$ cat src/verilog/motion_wake_pkg.sv
package motion_wake_pkg;

	// ****************************************
	// Register offsets
	// ****************************************
	localparam logic [7:0] ADDR_STATE_STATUS     = 8'h17;
	localparam logic [7:0] ADDR_EVENT_STATUS     = 8'h18;
	localparam logic [7:0] ADDR_LATCH_RELEASE    = 8'h19;
	localparam logic [7:0] ADDR_MAIN_CONTROL     = 8'h1a;
	localparam logic [7:0] ADDR_RATE_CONTROL     = 8'h1c;
	localparam logic [7:0] ADDR_ENGINE_CONTROL   = 8'h1d;
	localparam logic [7:0] ADDR_SLEEP_FORCE      = 8'h1e;
	localparam logic [7:0] ADDR_IRQ_PIN_CONFIG   = 8'h20;
	localparam logic [7:0] ADDR_DIRECTION_MASK   = 8'h21;
	localparam logic [7:0] ADDR_IRQ_ROUTE_MAP    = 8'h23;
	localparam logic [7:0] ADDR_MOTION_TH_LOW    = 8'h3c;
	localparam logic [7:0] ADDR_TH_HIGH_BITS     = 8'h3d;
	localparam logic [7:0] ADDR_REST_THRESHOLD   = 8'h3e;
	localparam logic [7:0] ADDR_REST_PERSIST     = 8'h3f;
	localparam logic [7:0] ADDR_MOTION_PERSIST   = 8'h40;

	// ****************************************
	// Field positions and reset values
	// ****************************************
	localparam int         MAIN_OPERATE_BIT      = 7;
	localparam int         ENG_IRQ_EN_BIT        = 6;
	localparam int         ENG_WAKE_EN_BIT       = 5;
	localparam int         ENG_REST_EN_BIT       = 4;
	localparam int         SLEEP_FORCE_BIT       = 0;
	localparam int         PIN_ENABLE_BIT        = 5;
	localparam int         PIN_ACTIVE_HIGH_BIT   = 4;
	localparam int         PIN_PULSE_BIT         = 3;
	localparam int         ROUTE_WAKE_BIT        = 1;
	localparam int         ROUTE_REST_BIT        = 3;
	localparam int         EVT_WAKE_BIT          = 1;
	localparam int         EVT_REST_BIT          = 0;
	localparam logic [7:0] MASK_RESET            = 8'h3f;
	localparam logic [7:0] REG_ZERO              = 8'h00;
	localparam logic [2:0] RATE_CODE_MAX         = 3'h7;

	// ****************************************
	// Timing: rate code 7 is the base rate, each lower code halves it
	// ****************************************
	localparam int         CORE_CLK_PERIOD_NS    = 10;
	localparam int         BASE_RATE_PERIOD_NS   = 10000000;
	localparam int         BASE_RATE_CYC         = BASE_RATE_PERIOD_NS / CORE_CLK_PERIOD_NS;

	typedef struct packed {
		logic       wr;
		logic       rd;
		logic [7:0] addr;
		logic [7:0] wdata;
	} reg_req_t;

	typedef struct packed {
		logic               valid;
		logic signed [15:0] x;
		logic signed [15:0] y;
		logic signed [15:0] z;
	} accel_sample_t;

	typedef struct packed {
		logic [7:0]         main_control;
		logic [7:0]         rate_control;
		logic [7:0]         motion_engine_control;
		logic [7:0]         irq_pin_config;
		logic [7:0]         motion_direction_mask;
		logic [7:0]         irq_route_map;
		logic [7:0]         motion_threshold_low;
		logic [7:0]         threshold_high_bits;
		logic [7:0]         rest_threshold;
		logic [7:0]         rest_persist_count;
		logic [7:0]         motion_persist_count;
		logic               wake_state;
		logic               motion_wake_flag;
		logic               return_to_rest_flag;
		logic               irq_latch;
		logic               irq_pulse;
		logic [7:0]         wake_cnt;
		logic [7:0]         rest_cnt;
		logic [31:0]        wake_div;
		logic [31:0]        rest_div;
		logic [7:0]         rdata;
		logic signed [15:0] x;
		logic signed [15:0] y;
		logic signed [15:0] z;
	} detector_state_t;

endpackage : motion_wake_pkg

$ cat src/verilog/motion_wake_sleep_detector.sv
`timescale 1ns/10ps
`default_nettype none

// Overview of operation
// [RULE1] Main control 0x00 gives stand-by, low current, 2g; configure there.
// [RULE2] Main control 0x80 enters operating mode; programmed detection takes effect.
// [RULE3] Rate control 0x9E selects 50 Hz wake detection sample rate.
// [RULE4] Engine control 0x60 enables wake interrupt only, rest engine off.
// [RULE5] Engine control 0x76 sets 50 Hz rest rate, both interrupts enabled.
// [RULE6] Sleep force 0x01 puts detector to rest regardless of rest engine.
// [RULE7] Forcing sleep also clears the wake state bit.
// [RULE8] Host re-forces sleep after each wake when rest engine is off.
// [RULE9] Direction mask enables six directions separately; reset value 0x3F.
// [RULE10] Wake declared after motion persists the programmed count of wake samples.
// [RULE11] Rest declared after motion absent the programmed count of rest samples.
// [RULE12] Wake threshold is 11 bits, low byte plus high bits 10:8, reset zero.
// [RULE13] Upper high-bits field serves the rest threshold, never wake threshold.
// [RULE14] Rest threshold register sets rest level at 256 counts per g.
// [RULE15] Pin config 0x30 makes the interrupt pin active high and latched.
// [RULE16] Route map 0x02 routes the wake event to interrupt pin one.
// [RULE17] Wake event asserts latched interrupt, sets wake flag and wake state.
// [RULE18] Reading latch release drops the latched pin and clears wake flag.
// [RULE19] Event flags set on event and only a release read clears them.
// [RULE20] Wake state bit reads 1 in wake state, 0 in rest state.
// [RULE21] Rest state only reports no motion; sampling continues in run mode.
// [RULE22] Host changes detector configuration only in stand-by.
// [RULE23] Motion judged per enabled direction against threshold at each detector sample.
module motion_wake_sleep_detector #(
	parameter int unsigned P_BASE_RATE_CYC = motion_wake_pkg::BASE_RATE_CYC
) (
	input  wire logic                           i_core_clk,
	input  wire logic                           i_rst_b,
	input  wire motion_wake_pkg::reg_req_t      i_reg,
	input  wire motion_wake_pkg::accel_sample_t i_sample,
	output logic [7:0]                          o_reg_rdata,
	output logic                                o_interrupt_pin_one,
	output logic                                o_wake_state
);

	// ****************************************
	// Helpers
	// ****************************************
	function automatic logic [31:0] rate_period(input logic [2:0] code);
		logic [2:0] sh;
		sh = motion_wake_pkg::RATE_CODE_MAX - code;
		rate_period = P_BASE_RATE_CYC[31:0] << sh;
	endfunction : rate_period

	function automatic logic exceeds(input logic signed [15:0] s, input logic [10:0] th,
	                                 input logic en_pos, input logic en_neg);
		logic signed [16:0] v;
		logic signed [16:0] t;
		v = {s[15], s};
		t = $signed({6'h00, th});
		exceeds = (en_pos && (v > t)) || (en_neg && ((-v) > t));
	endfunction : exceeds

	function automatic logic any_motion(input motion_wake_pkg::detector_state_t s,
	                                    input logic [10:0] th);
		any_motion = exceeds(s.x, th, s.motion_direction_mask[4], s.motion_direction_mask[5])
		          || exceeds(s.y, th, s.motion_direction_mask[2], s.motion_direction_mask[3])
		          || exceeds(s.z, th, s.motion_direction_mask[0], s.motion_direction_mask[1]);
	endfunction : any_motion

	function automatic logic persist_done(input logic [7:0] cnt, input logic [7:0] lim);
		persist_done = ({1'b0, cnt} + 9'h001) >= {1'b0, lim};
	endfunction : persist_done

	// ****************************************
	// State
	// ****************************************
	motion_wake_pkg::detector_state_t st_q;
	motion_wake_pkg::detector_state_t st_d;

	logic        operating;
	logic [10:0] wake_th;
	logic [10:0] rest_th;
	logic        wake_tick;
	logic        rest_tick;
	logic        wake_event;
	logic        rest_event;
	logic        force_sleep;
	logic        release_rd;
	logic        pin_level;

	// [RULE1] stand-by
	// [RULE2] operating mode
	assign operating   = st_q.main_control[motion_wake_pkg::MAIN_OPERATE_BIT];
	// [RULE12] wake threshold
	assign wake_th     = {st_q.threshold_high_bits[2:0], st_q.motion_threshold_low};
	// [RULE13] rest high bits
	// [RULE14] rest threshold
	assign rest_th     = {st_q.threshold_high_bits[6:4], st_q.rest_threshold};
	assign force_sleep = i_reg.wr && (i_reg.addr == motion_wake_pkg::ADDR_SLEEP_FORCE)
	                  && i_reg.wdata[motion_wake_pkg::SLEEP_FORCE_BIT];
	assign release_rd  = i_reg.rd && (i_reg.addr == motion_wake_pkg::ADDR_LATCH_RELEASE);

	// ****************************************
	// Detector sample ticks
	// ****************************************
	// [RULE3] wake rate
	assign wake_tick = operating
	                && (st_q.wake_div >= rate_period(st_q.rate_control[2:0]) - 32'h1);
	// [RULE5] rest rate
	assign rest_tick = operating
	                && (st_q.rest_div >= rate_period(st_q.motion_engine_control[2:0]) - 32'h1);

	// [RULE10] wake persistence
	// [RULE23] per-direction judging
	assign wake_event = wake_tick && !st_q.wake_state && !force_sleep
	                 && st_q.motion_engine_control[motion_wake_pkg::ENG_WAKE_EN_BIT]
	                 && any_motion(st_q, wake_th)
	                 && persist_done(st_q.wake_cnt, st_q.motion_persist_count);
	// [RULE11] rest persistence
	assign rest_event = rest_tick && st_q.wake_state && !force_sleep
	                 && st_q.motion_engine_control[motion_wake_pkg::ENG_REST_EN_BIT]
	                 && !any_motion(st_q, rest_th)
	                 && persist_done(st_q.rest_cnt, st_q.rest_persist_count);

	// ****************************************
	// Next state
	// ****************************************
	always_comb begin
		logic irq_en;
		logic routed;
		irq_en = st_q.motion_engine_control[motion_wake_pkg::ENG_IRQ_EN_BIT];
		routed = (wake_event && st_q.irq_route_map[motion_wake_pkg::ROUTE_WAKE_BIT])
		      || (rest_event && st_q.irq_route_map[motion_wake_pkg::ROUTE_REST_BIT]);
		st_d = st_q;

		// [RULE21] sampling continues in both states
		if (i_sample.valid) begin
			st_d.x = i_sample.x;
			st_d.y = i_sample.y;
			st_d.z = i_sample.z;
		end

		st_d.wake_div = wake_tick ? 32'h0 : (operating ? st_q.wake_div + 32'h1 : 32'h0);
		st_d.rest_div = rest_tick ? 32'h0 : (operating ? st_q.rest_div + 32'h1 : 32'h0);

		// [RULE10] count consecutive motion samples
		if (!operating || st_q.wake_state || wake_event) begin
			st_d.wake_cnt = 8'h00;
		end else if (wake_tick) begin
			st_d.wake_cnt = any_motion(st_q, wake_th) ? st_q.wake_cnt + 8'h01 : 8'h00;
		end
		// [RULE11] count consecutive quiet samples
		if (!operating || !st_q.wake_state || rest_event) begin
			st_d.rest_cnt = 8'h00;
		end else if (rest_tick) begin
			st_d.rest_cnt = any_motion(st_q, rest_th) ? 8'h00 : st_q.rest_cnt + 8'h01;
		end

		// [RULE20] wake state
		// [RULE17] wake sets state
		if (wake_event) begin
			st_d.wake_state = 1'b1;
		end else if (rest_event) begin
			st_d.wake_state = 1'b0;
		end
		// [RULE6] manual sleep
		// [RULE7] clears wake state
		if (force_sleep) begin
			st_d.wake_state = 1'b0;
			st_d.wake_cnt   = 8'h00;
			st_d.rest_cnt   = 8'h00;
		end

		// [RULE18] release clears flags and latch
		if (release_rd) begin
			st_d.motion_wake_flag    = 1'b0;
			st_d.return_to_rest_flag = 1'b0;
			st_d.irq_latch           = 1'b0;
		end
		// [RULE19] set wins over release
		// [RULE4] interrupts gated by engine control
		if (wake_event && irq_en) begin
			st_d.motion_wake_flag = 1'b1;
		end
		if (rest_event && irq_en) begin
			st_d.return_to_rest_flag = 1'b1;
		end
		// [RULE16] routing to pin one
		// [RULE17] latched interrupt
		if (routed && irq_en) begin
			st_d.irq_latch = 1'b1;
		end
		st_d.irq_pulse = routed && irq_en;

		if (i_reg.wr) begin
			case (i_reg.addr)
				motion_wake_pkg::ADDR_MAIN_CONTROL:   st_d.main_control = i_reg.wdata;
				motion_wake_pkg::ADDR_RATE_CONTROL:   st_d.rate_control = i_reg.wdata;
				motion_wake_pkg::ADDR_ENGINE_CONTROL: st_d.motion_engine_control = i_reg.wdata;
				motion_wake_pkg::ADDR_IRQ_PIN_CONFIG: st_d.irq_pin_config = i_reg.wdata;
				// [RULE9] direction mask
				motion_wake_pkg::ADDR_DIRECTION_MASK: st_d.motion_direction_mask = i_reg.wdata;
				motion_wake_pkg::ADDR_IRQ_ROUTE_MAP:  st_d.irq_route_map = i_reg.wdata;
				motion_wake_pkg::ADDR_MOTION_TH_LOW:  st_d.motion_threshold_low = i_reg.wdata;
				motion_wake_pkg::ADDR_TH_HIGH_BITS:   st_d.threshold_high_bits = i_reg.wdata;
				motion_wake_pkg::ADDR_REST_THRESHOLD: st_d.rest_threshold = i_reg.wdata;
				motion_wake_pkg::ADDR_REST_PERSIST:   st_d.rest_persist_count = i_reg.wdata;
				motion_wake_pkg::ADDR_MOTION_PERSIST: st_d.motion_persist_count = i_reg.wdata;
				default: begin
				end
			endcase
		end

		st_d.rdata = motion_wake_pkg::REG_ZERO;
		if (i_reg.rd) begin
			case (i_reg.addr)
				motion_wake_pkg::ADDR_STATE_STATUS:   st_d.rdata = {7'h00, st_q.wake_state};
				motion_wake_pkg::ADDR_EVENT_STATUS:   st_d.rdata = {6'h00,
					st_q.motion_wake_flag, st_q.return_to_rest_flag};
				motion_wake_pkg::ADDR_MAIN_CONTROL:   st_d.rdata = st_q.main_control;
				motion_wake_pkg::ADDR_RATE_CONTROL:   st_d.rdata = st_q.rate_control;
				motion_wake_pkg::ADDR_ENGINE_CONTROL: st_d.rdata = st_q.motion_engine_control;
				motion_wake_pkg::ADDR_IRQ_PIN_CONFIG: st_d.rdata = st_q.irq_pin_config;
				motion_wake_pkg::ADDR_DIRECTION_MASK: st_d.rdata = st_q.motion_direction_mask;
				motion_wake_pkg::ADDR_IRQ_ROUTE_MAP:  st_d.rdata = st_q.irq_route_map;
				motion_wake_pkg::ADDR_MOTION_TH_LOW:  st_d.rdata = st_q.motion_threshold_low;
				motion_wake_pkg::ADDR_TH_HIGH_BITS:   st_d.rdata = st_q.threshold_high_bits;
				motion_wake_pkg::ADDR_REST_THRESHOLD: st_d.rdata = st_q.rest_threshold;
				motion_wake_pkg::ADDR_REST_PERSIST:   st_d.rdata = st_q.rest_persist_count;
				motion_wake_pkg::ADDR_MOTION_PERSIST: st_d.rdata = st_q.motion_persist_count;
				default:                              st_d.rdata = motion_wake_pkg::REG_ZERO;
			endcase
		end
	end

	// ****************************************
	// Registers
	// ****************************************
	always_ff @(posedge i_core_clk) begin
		if (!i_rst_b) begin
			st_q                       <= '0;
			// [RULE9] all six directions after reset
			st_q.motion_direction_mask <= motion_wake_pkg::MASK_RESET;
			// Detector starts awake so a first forced sleep arms it
			st_q.wake_state            <= 1'b1;
		end else begin
			st_q <= st_d;
		end
	end

	// ****************************************
	// Outputs
	// ****************************************
	// [RULE15] polarity and latch mode
	assign pin_level = st_q.irq_pin_config[motion_wake_pkg::PIN_PULSE_BIT]
	                 ? st_q.irq_pulse : st_q.irq_latch;
	assign o_interrupt_pin_one = st_q.irq_pin_config[motion_wake_pkg::PIN_ENABLE_BIT]
	      && (pin_level == st_q.irq_pin_config[motion_wake_pkg::PIN_ACTIVE_HIGH_BIT]);
	assign o_reg_rdata  = st_q.rdata;
	assign o_wake_state = st_q.wake_state;
endmodule : motion_wake_sleep_detector

`default_nettype wire

$ cat config.mk
export PLATFORM = sky130hd
export DESIGN_NAME = motion_wake_sleep_detector
export DESIGN_NICKNAME = d
export VERILOG_FILES = /design/src/verilog/motion_wake_pkg.sv /design/src/verilog/motion_wake_sleep_detector.sv
export SDC_FILE = /design/constraint.sdc
export NUM_CORES = 1
export LEC_CHECK = 0
export ABC_AREA = 1
export BUFFER_PORTS_ARGS = -buffer_cell sky130_fd_sc_hd__buf_2
export CAP_MARGIN = 10
export CORE_UTILIZATION = 40
export CTS_CLUSTER_DIAMETER = 50
export DETAILED_ROUTE_END_ITERATION = 10
export SLEW_MARGIN = 20
export SYNTH_ARGS = -nofsm -noshare
export SYNTH_HDL_FRONTEND = slang
export SYNTH_SLANG_ARGS = --single-unit
$ cat constraint.sdc
create_clock -name i_core_clk -period 10.56 [get_ports i_core_clk]
set_input_delay 1.056 -clock i_core_clk [delete_from_list [all_inputs] [get_ports i_core_clk]]
set_output_delay 1.056 -clock i_core_clk [all_outputs]
set_load 0.05 [all_outputs]
-- Yosys cells after proc, flatten, opt, wreduce, memory -nomap -nowiden
Cells that the tools add are included.
- $add $sub $neg: 13
- $lt $le $gt $ge: 16
- equal/unequal tests: 16
- shift-type cells: 2
- muxes and demuxes: 11
- bitwise gates (word level): 2
- reductions and logical operators: 72
- operator list (kind ; count):
    $pmux 8 s13 ; 1
    $gt 17x12->1 ; 6
    $gt 16x12->1 ; 6
    $add 32x1->32 const B ; 2
    $ge 32x32->1 ; 2
    $shl 20x3->32 const A ; 2
    $sub 32x1->32 const B ; 2
    $eq 8x5->1 const B ; 7
    $eq 8x6->1 const B ; 7
    $neg 16->17 ; 3
    $logic_and 1x1->1 ; 33
    $reduce_and 2->1 ; 12
    $add 8x1->9 const B ; 2
    $ge 9x8->1 ; 2
    $add 8x1->8 const B ; 2
    $mux 8 ; 2
    $logic_or 1x1->1 ; 15
    $reduce_or 3->1 ; 4
    $eq 8x7->1 const B ; 1
    $mux 1 ; 7
    $reduce_bool 2->1 ; 3
    $sub 3x3->3 const A ; 2
    $logic_not 1->1 ; 4
    $mux 3 ; 1
    other kinds (3) ; 4
- register bits: 229
- bits of input ports: 69
- output and inout bits: 10
- logic and storage cells: 156

-- Longest topological paths before layout
Gate-level depths: netlist of the first run.
- depth in word-level cells: 14
- gate-level depth with buffers: 27
- gate-level depth less buffers: 27

-- Worst setup path before layout of the first run
OpenSTA, ideal clock, no wires.
- kind: register -> register
- start point: register st_q[205] (netlist name)
- end point: register st_q[66] (netlist name)
- setup time: 0.080 ns
- data arrival time: 3.525 ns
- required time: 10.480 ns
- slack: 6.955 ns
- stages on the path, launching flop included: 20
- buffers on the path: 1
- period minus slack after synthesis: 3.605 ns
- cell sequence: dfxtp_1 -> inv_1 -> ha_1 -> o21ai_0 -> a21oi_1 -> o211ai_1 -> nand3_1 -> o221ai_1 -> nor2_1 -> xor2_1 -> ha_1 -> a21oi_1 -> o21a_1 -> nand2_1 -> a21oi_1 -> nand2_1 -> nor2_1 -> clkinv_1 -> clkbuf_1 -> nor3b_1
- longest elaborated chain between the ends: 6
- RTL lines (element ; line ; text):
    start, declared ; motion_wake_sleep_detector.sv:72 ; motion_wake_pkg::detector_state_t st_q;
    start signal, assigned ; motion_wake_sleep_detector.sv:242 ; st_q <= st_d;
    $sub 3x3->3 ; motion_wake_sleep_detector.sv:45 ; sh = motion_wake_pkg::RATE_CODE_MAX - code;
    $shl 20x3->32 ; motion_wake_sleep_detector.sv:46 ; rate_period = P_BASE_RATE_CYC[31:0] << sh;
    $sub 32x1->32 ; motion_wake_sleep_detector.sv:106 ; && (st_q.rest_div >= rate_period(st_q.motion_engine_control[2:0]) - 32'h1);
    $ge 32x32->1 ; motion_wake_sleep_detector.sv:106 ;
    $logic_and 1x1->1 ; motion_wake_sleep_detector.sv:106 ;
    $reduce_or 3->1 (no source line) ; n/a ;
Every way passes these cells.
A chain may end at the register's enable or synchronous reset.

-- Worst setup path in the final report of the first run
- start point: register st_q[213] (netlist name)
- end point: register st_q[109] (netlist name)
- longest elaborated chain between the ends: 6
- RTL lines (element ; line ; text):
    $sub 3x3->3 ; motion_wake_sleep_detector.sv:45 ;
    $shl 20x3->32 ; motion_wake_sleep_detector.sv:46 ;
    $sub 32x1->32 ; motion_wake_sleep_detector.sv:103 ; && (st_q.wake_div >= rate_period(st_q.rate_control[2:0]) - 32'h1);
    $ge 32x32->1 ; motion_wake_sleep_detector.sv:103 ;
    $logic_and 1x1->1 ; motion_wake_sleep_detector.sv:103 ;
    $reduce_or 3->1 (no source line) ; n/a ;
Every way passes these cells.

==> results by group, run 1 <==
Global routing
  • M3 GR Usage: 0.0255
  • Total GRT Usage: 0.225
  • Remaining Overflow, GRT: 0
  • Global Route met1 Usage: 0.284
  • Largest net degree at the start of global routing: 76
  • GR Util met2: 0.390
  • First-pass GRT wire length: 74800 um
  • Layer with the highest usage: met2
  • Initial antenna violation count: 0
  • Vias in the first global route: 14637

Critical path
  • CP peak stage delay: 780 ps
  • CP endpoint kind: flop
  • Top cell by count, worst path: nand2_1
  • Crit start category: flop
  • Required time worst endpoint: 11020 ps
  • Slowest cell on the critical path: a21oi_1
  • CP Data Arrival Time: 5230 ps
  • Setup Crit Path Kind: flop to flop
  • Crit-path max FO: 32
  • Crit path cell chain: inv_1 > ha_1 > nand2_1 > inv_1 > nor2_1 > o2111ai_1 > nand2_1 > nand2_1 > nand4_1 > nand4_1 > nor4_1 > xnor2_1 > ha_1 > a21oi_1 > o21ai_0 > o21bai_1 > a21oi_1 > a21oi_1 > inv_2 > nand2_1 > buf_4 > nor2_1 > o21a_1

Clock tree
  • Clk_lat worst skew: 590 ps
  • Reg clk slew, reported paths: 60 ps
  • Clk root buf: clkbuf_16
  • Clock Sinks: 229
  • Hold-fix buffers at CTS: 0
  • CTS Buffer Depth: 3
  • Post-CTS sizing: 0
  • Post-CTS setup buffer count: 0
  • CTS tree: yes
  • CTS buffer count: 31
  • Htree depth: 1

Placed design
  • RD Place Congestion: 0.900
  • Place WS: 5760 ps
  • PortBufs: 78
  • Final HPWL DP: 35300 um
  • Placed Cells: 2857

Logic synthesis
  • Mapped Area: 0.0162 mm^2
  • Synth Register Bits: 229
  • Avg Cell Area, Syn: 7.00 um^2
  • Post-synth top area share: 0.284
  • Top_reg_cell synth: dfxtp_1
  • Async S/R FF share, synth: 0
  • Synth warnings: 0
  • Synth area leaders: dfxtp_1 (28%), ha_1 (16%), nand2_1 (9.5%)
  • Post-synthesis cell count: 2307
  • Post-synth top area cell: dfxtp_1
  • Post-synthesis sequential area ratio: 0.284
  • Number of synthesized flops with an enable pin: 0
  • Synth unique cells: 56

STA
  • Final setup vio count: 0
  • Final Skew: 31.2 ps
  • Fin crit period: 4780 ps
  • Setup TNS: 0 ps
  • Setup WS post-layout: 5780 ps
  • RSZ-0062 raised after global routing: false
  • Worst-Margin Slew: 1000 ps
  • Final Hold Fails: 0
  • Slew Viols, Final: 0
  • Slew headroom: 0.329
  • F_max: 0.209 GHz
  • Period utilisation layout: 0.452

Power and ir drop
  • Leak: 7.95 nW
  • Pwr/cell area: 123 mW/mm^2
  • Max IR drop VDD: 0.115 mV

Die
  • Area of the die: 0.0412 mm^2
  • Number of core rows: 73
  • Starting Density: 0.406
  • Die W: 203 um
  • IO Pins: 79
  • Core ar.: 0.0398 mm^2
  • Die height: 203 um

Run
  • Max_cap viols: 0

Final layout
  • Non-filler cells, final: 2911
  • Layout Nets: 2647
  • Multi-input gate area: 0.0102 mm^2
  • Synth-to-layout area growth: 11.3%
  • Share of post-route cells with drive strength above 1: 0.0796
  • Filler cells: 4122
  • Ant. Diodes: 0
  • Sequential Area: 0.00458 mm^2

Route
  • DR WL/cell: 16.0 um
  • Routed wire length: 46400 um
  • First-pass DRT Iterations: 5
  • Via count: 15355
  • DR iter-0 viols: 914
  • DR vias/cell: 5.27
  • ANT nets after route: 0
  • Residual DRC: 0

Status
  • Status: finished clean

Hold path
  • HP Class: flop to flop
-- registers in the layout, indices dropped and copies added, names as in the netlist --
| signal | cells |
|---|---|
| st_q | 208 |
| rest_th | 11 |
| o_reg_rdata | 8 |
| o_wake_state | 1 |
| operating | 1 |
-- power by group --
group | switching [mW] | internal [mW]
Combinational | 0.183 | 0.110
Clock | 0.410 | 0.614
Sequential | 0.0166 | 0.879
-- final cells by class --
cell class              count  area share
multi-input cells        1717       0.566
flip-flops and latches    229       0.255
inverters                 302      0.0630
clock buffers              39      0.0470
well taps                 525      0.0365
repair buffers             84      0.0242
clock inverters            15     0.00869
-- cell families (layout without fill, tap and decap cells) --
group                      count (synthesis)  after routing  share of synthesized area
AOI/OAI and AO/OA                        505            505                      0.169
xor gates and xnor gates                  77             77                     0.0417
adders and majority gates                213            213                      0.165
buffers and inverters                    368            440                     0.0880
DFF                                      229            229                      0.284
muxes                                      1              1                   0.000620
other                                      2              9                   0.000465
and+or+nand+nor                          912            912                      0.251
-- Yosys cell counts (2+ instances only) --
cell	count
clkinv_1	2
or2_2	7
o211ai_1	4
nand2_1	411
buf_2	8
a221oi_1	10
nand3_2	5
or2_0	2
nor3_4	2
dfxtp_1	229
and3_1	2
nor3_2	6
nand3_1	120
ha_1	213
o21a_1	9
inv_2	7
conb_1	2
nor2_1	224
nand2_2	3
nand4_1	28
xor2_1	54
nor4_1	9
nor3_1	58
a31oi_1	10
nor4_2	2
clkbuf_1	50
o31ai_1	2
a211oi_1	15
nor3b_2	3
inv_1	293
nor2_2	12
nand3b_1	3
nor2_4	3
o221ai_1	2
o22ai_1	19
a21oi_1	252
o21ai_0	164
nor3b_1	4
o2111ai_1	4
buf_4	8
nand4_2	2
xnor2_1	23
a21o_1	8
-- per-layer routing --
layer,part of all wire,wire (um)
met5,0,0
met4,0.038,1760
met3,0.043,1990
met2,0.46,21600
met1,0.45,21100
-- critical path: cells and delay by family (launching register included) --
family / cells / cell delay (ps)
DFF: 1 / 550
buffers and inverters: 4 / 840
xor gates and xnor gates: 1 / 120
AOI/OAI and AO/OA: 7 / 1460
and+or+nand+nor: 9 / 1110
adders and majority gates: 2 / 570
-- placed cells by master, fill, tap and decap left out, drive strengths merged, types with 2 or more instances in the layout --
master / instances
a211oi: 15
a21o: 8
a21oi: 252
a221oi: 10
a31oi: 10
and3: 3
buf: 84
bufinv: 2
clkbuf: 39
clkinv: 9
clkinvlp: 4
conb: 9
dfxtp: 229
ha: 213
inv: 302
nand2: 414
nand3: 126
nand3b: 3
nand4: 30
nor2: 239
nor3: 66
nor3b: 7
nor4: 12
o2111ai: 4
o211ai: 4
o21a: 9
o21ai: 165
o221ai: 2
o22ai: 19
o31ai: 2
or2: 9
xnor2: 23
xor2: 54
-- path summary, 6_finish.rpt --
| kind | from | endpoint | slack [ps] | depth (start not counted) |
|---|---|---|---|---|
| worst max register to register | st_q[213]$_SDFFE_PN0P_ | st_q[109]$_SDFF_PP0_ | 5780 | 23 |
| worst max-delay path | st_q[213]$_SDFFE_PN0P_ | st_q[109]$_SDFF_PP0_ | 5780 | 23 |
| worst min register to register | st_q[84]$_SDFF_PP0_ | st_q[84]$_SDFF_PP0_ | 450 | 2 |
| worst min-delay path | st_q[84]$_SDFF_PP0_ | st_q[84]$_SDFF_PP0_ | 450 | 2 |
-- metrics by stage --
stage	total power, mW	util	area [um^2]	hold WS [ps]
2_1_floorplan	1.12	-	16200	429
3_3_place_gp	1.19	0.427	17000	439
3_5_place_dp	1.20	0.427	17000	444
4_1_cts	2.24	0.452	18000	456
5_1_grt	2.32	0.452	18000	476
6_report	2.21	0.452	18000	452
No activity file was read; power rests on OpenSTA's default activity.
==> run 2: changes to the inputs <==
Clock period 10.56 ns to 4.8 ns, I/O delays scaled along.
==> run 2 against run 1 <==
- via count grew 0.22%
- count of clock-buffer cells in the layout stayed put
- sequential share of layout area shrank 0.26 points
- highest routed layer unchanged
==> results by group, run 2 (synthesized netlist as in run 1, its figures left out) <==
Power and ir drop
  • P_int: 3.82 mW (+140%)
  • Pwr/cell area: 285 mW/mm^2 (+130%)
  • Comb power frac: 0.125 (-0.008)
  • Clock power share: 0.495 (+0.032)
  • Sequential share of power: 0.380 (-0.025)
  • Max IR drop VDD: 0.244 mV (+110%)
  • Psw: 1.36 mW (+120%)
  • Leak: 8.04 nW (+1.2%)
  • Sw frac: 0.263 (-0.0124)
  • Total power: 5.19 mW (+130%)

Critical path
  • Crit path to: st_q[104]$_SDFF_PP0_
  • R2R cell count: 23 (unchanged)
  • Crit-path max FO: 32 (unchanged)
  • Setup Crit Path Kind: flop to flop
  • Worst Setup SP: st_q[213]$_SDFFE_PN0P_
  • FF-to-FF Start: st_q[213]$_SDFFE_PN0P_
  • Reg-to-Reg End: st_q[104]$_SDFF_PP0_
  • CP endpoint kind: flop
  • Crit start category: flop
  • R2R Setup Slk: 590 ps (-5200 ps)
  • Required time worst endpoint: 5270 ps (-5750 ps)
  • CP Data Arrival Time: 4680 ps (-550 ps)

STA
  • Period utilisation layout: 0.878 (+0.426)
  • Fin crit period: 4210 ps (-562 ps)
  • Setup WS post-layout: 586 ps (-5200 ps)
  • Slew Viols, Final: 0 (unchanged)
  • Worst-Margin Slew: 954 ps (-48.2 ps)
  • Min Hold Slack: 133 ps (-319 ps)
  • RSZ-0062 raised after global routing: false
  • Final Skew: 19.2 ps (-12.0 ps)
  • Slew headroom: 0.362 (+0.0322)
  • F_max: 0.237 GHz (+13%)
  • Final setup vio count: 0 (unchanged)
  • Setup TNS: 0 ps (unchanged)
  • Final Hold Fails: 0 (unchanged)

Placed design
  • PortBufs: 78 (unchanged)
  • Place WS: 615 ps (-5150 ps)
  • RD Place Congestion: 0.923 (+2.6%)
  • Placed Cells: 2861 (+0.14%)
  • Final HPWL DP: 35600 um (+1.0%)

Die
  • Die height: 203 um (unchanged)
  • Starting Density: 0.406 (unchanged)
  • Number of core rows: 73 (unchanged)
  • Area of the die: 0.0412 mm^2 (unchanged)
  • Die W: 203 um (unchanged)
  • Core ar.: 0.0398 mm^2 (unchanged)
  • IO Pins: 79 (unchanged)

Global routing
  • Largest net degree at the start of global routing: 57 (-25%)
  • Remaining Overflow, GRT: 0 (unchanged)
  • First-pass GRT wire length: 74900 um (about the same)
  • Total GRT Usage: 0.224 (about the same)
  • Vias in the first global route: 14473 (-1.1%)
  • Initial antenna violation count: 2 (+2)

Clock tree
  • Post-CTS sizing: 0 (unchanged)
  • CTS tree: yes
  • Hold-fix buffers at CTS: 0 (unchanged)
  • CTS Buffer Depth: 3 (unchanged)
  • Reg clk slew, reported paths: 60 ps (about the same)
  • Post-CTS setup buffer count: 0 (unchanged)
  • Clk root buf: clkbuf_16
  • CTS buffer count: 31 (unchanged)
  • Htree depth: 1 (unchanged)
  • Clock Sinks: 229 (unchanged)
  • Clk_lat worst skew: 580 ps (about the same)

Route
  • Residual DRC: 0 (unchanged)
  • DR vias/cell: 5.27 (about the same)
  • First-pass DRT Iterations: 8 (+3)
  • ANT nets after route: 0 (unchanged)
  • DR WL/cell: 15.9 um (-0.21%)
  • Via count: 15389 (+0.22%)
  • DR iter-0 viols: 859 (-6.0%)
  • Routed wire length: 46500 um (about the same)

Hold path
  • HP Class: input port to flop

Final layout
  • Max reg flops: 208 (unchanged)
  • Share of post-route cells with drive strength above 1: 0.0827 (+0.00311)
  • Non-filler cells, final: 2918 (+0.24%)
  • Most flop-heavy register: st_q
  • Synth-to-layout area growth: 12.5%
  • Filler cells: 4111 (-0.27%)
  • Layout Nets: 2651 (+0.15%)
  • Commonest non-fill, non-tap cell in the layout: nand2_1
  • Commonest non-fill, non-tap cells in the layout: nand2_1 (411), inv_1 (293), a21oi_1 (252), dfxtp_1 (229), nor2_1 (224)
  • Ant. Diodes: 0 (unchanged)

Status
  • Status: finished clean

Run
  • Max_cap viols: 0 (unchanged)
run 2: cell types whose count changed in the layout (fill, tap and decap cells not counted), sizes merged:
| cell | before | now |
|---|---|---|
| inv | 302 | 303 |
| clkinv | 9 | 7 |
| bufinv | 2 | 7 |
| buf | 84 | 88 |
| clkinvlp | 4 | 3 |
run 2: layout make-up:
| type | instances | area (um^2) | share of cell area |
|---|---|---|---|
| multi-input cells | 1717 | 10200 | 0.560 |
| clock buffers | 39 | 856 | 0.0471 |
| repair buffers | 88 | 465 | 0.0256 |
| clock inverters | 18 | 302 | 0.0166 |
| flip-flops and latches | 229 | 4580 | 0.252 |
| inverters | 302 | 1130 | 0.0624 |
| well taps | 525 | 657 | 0.0361 |
run 2: worst min path at each step:
stage | start | to | slack [ps] | depth (start not counted)
after floorplan | st_q[56]$_SDFF_PP0_ | st_q[56]$_SDFF_PP0_ | 430 | 1
after global placement | st_q[56]$_SDFF_PP0_ | st_q[56]$_SDFF_PP0_ | 440 | 1
after detailed placement | st_q[84]$_SDFF_PP0_ | st_q[84]$_SDFF_PP0_ | 450 | 2
after CTS | i_sample[38] | st_q[38]$_SDFFE_PN0P_ | 110 | 3
final | i_sample[10] | st_q[10]$_SDFFE_PN0P_ | 130 | 3
after global routing | i_sample[20] | st_q[20]$_SDFFE_PN0P_ | 130 | 3
run 2: power groups by stage:
stage,clock [mW],sequential [mW],combinational (mW)
floorplan,0,2.00,0.467
global placement,0,2.01,0.621
detailed placement,0,2.01,0.643
CTS,2.62,1.97,0.647
global route,2.69,1.97,0.749
finish,2.57,1.97,0.650
run 2: routing by layer:
layer / up-vias / wire (um) / part of all wire / track usage
li1: 7858 / - / - / -
met1: 7007 / 21000 / 0.45 / 0.284
met2: 414 / 21400 / 0.46 / 0.386
met3: 110 / 1950 / 0.042 / 0.0242
met4: 0 / 2140 / 0.046 / 0.0940
met5: - / 0 / 0 / 0
run 2: through the flow:
| stage | utilization | instance area [um^2] |
|---|---|---|
| final | 0.456 | 18200 |
| after CTS | 0.456 | 18200 |
| after global placement | 0.427 | 17000 |
| after global routing | 0.456 | 18200 |
| after floorplan | - | 16200 |
| after detailed placement | 0.427 | 17000 |
run 2: critical path, stage by stage, from the launching register on:
cell and delay, ps:
dfxtp_1 550, inv_1 240, ha_1 270, nand2_1 70
inv_1 70, nor2_1 160, o2111ai_1 170, nand2_1 100
nand2_1 90, nand4_1 80, nand4_1 130, nor4_1 270
xnor2_1 170, ha_1 270, a21oi_1 160, o21ai_0 80
o21bai_1 150, a21oi_1 140, a21oi_1 90, buf_4 180
inv_2 140, nand2_1 70, buf_4 240, a221oi_1 230
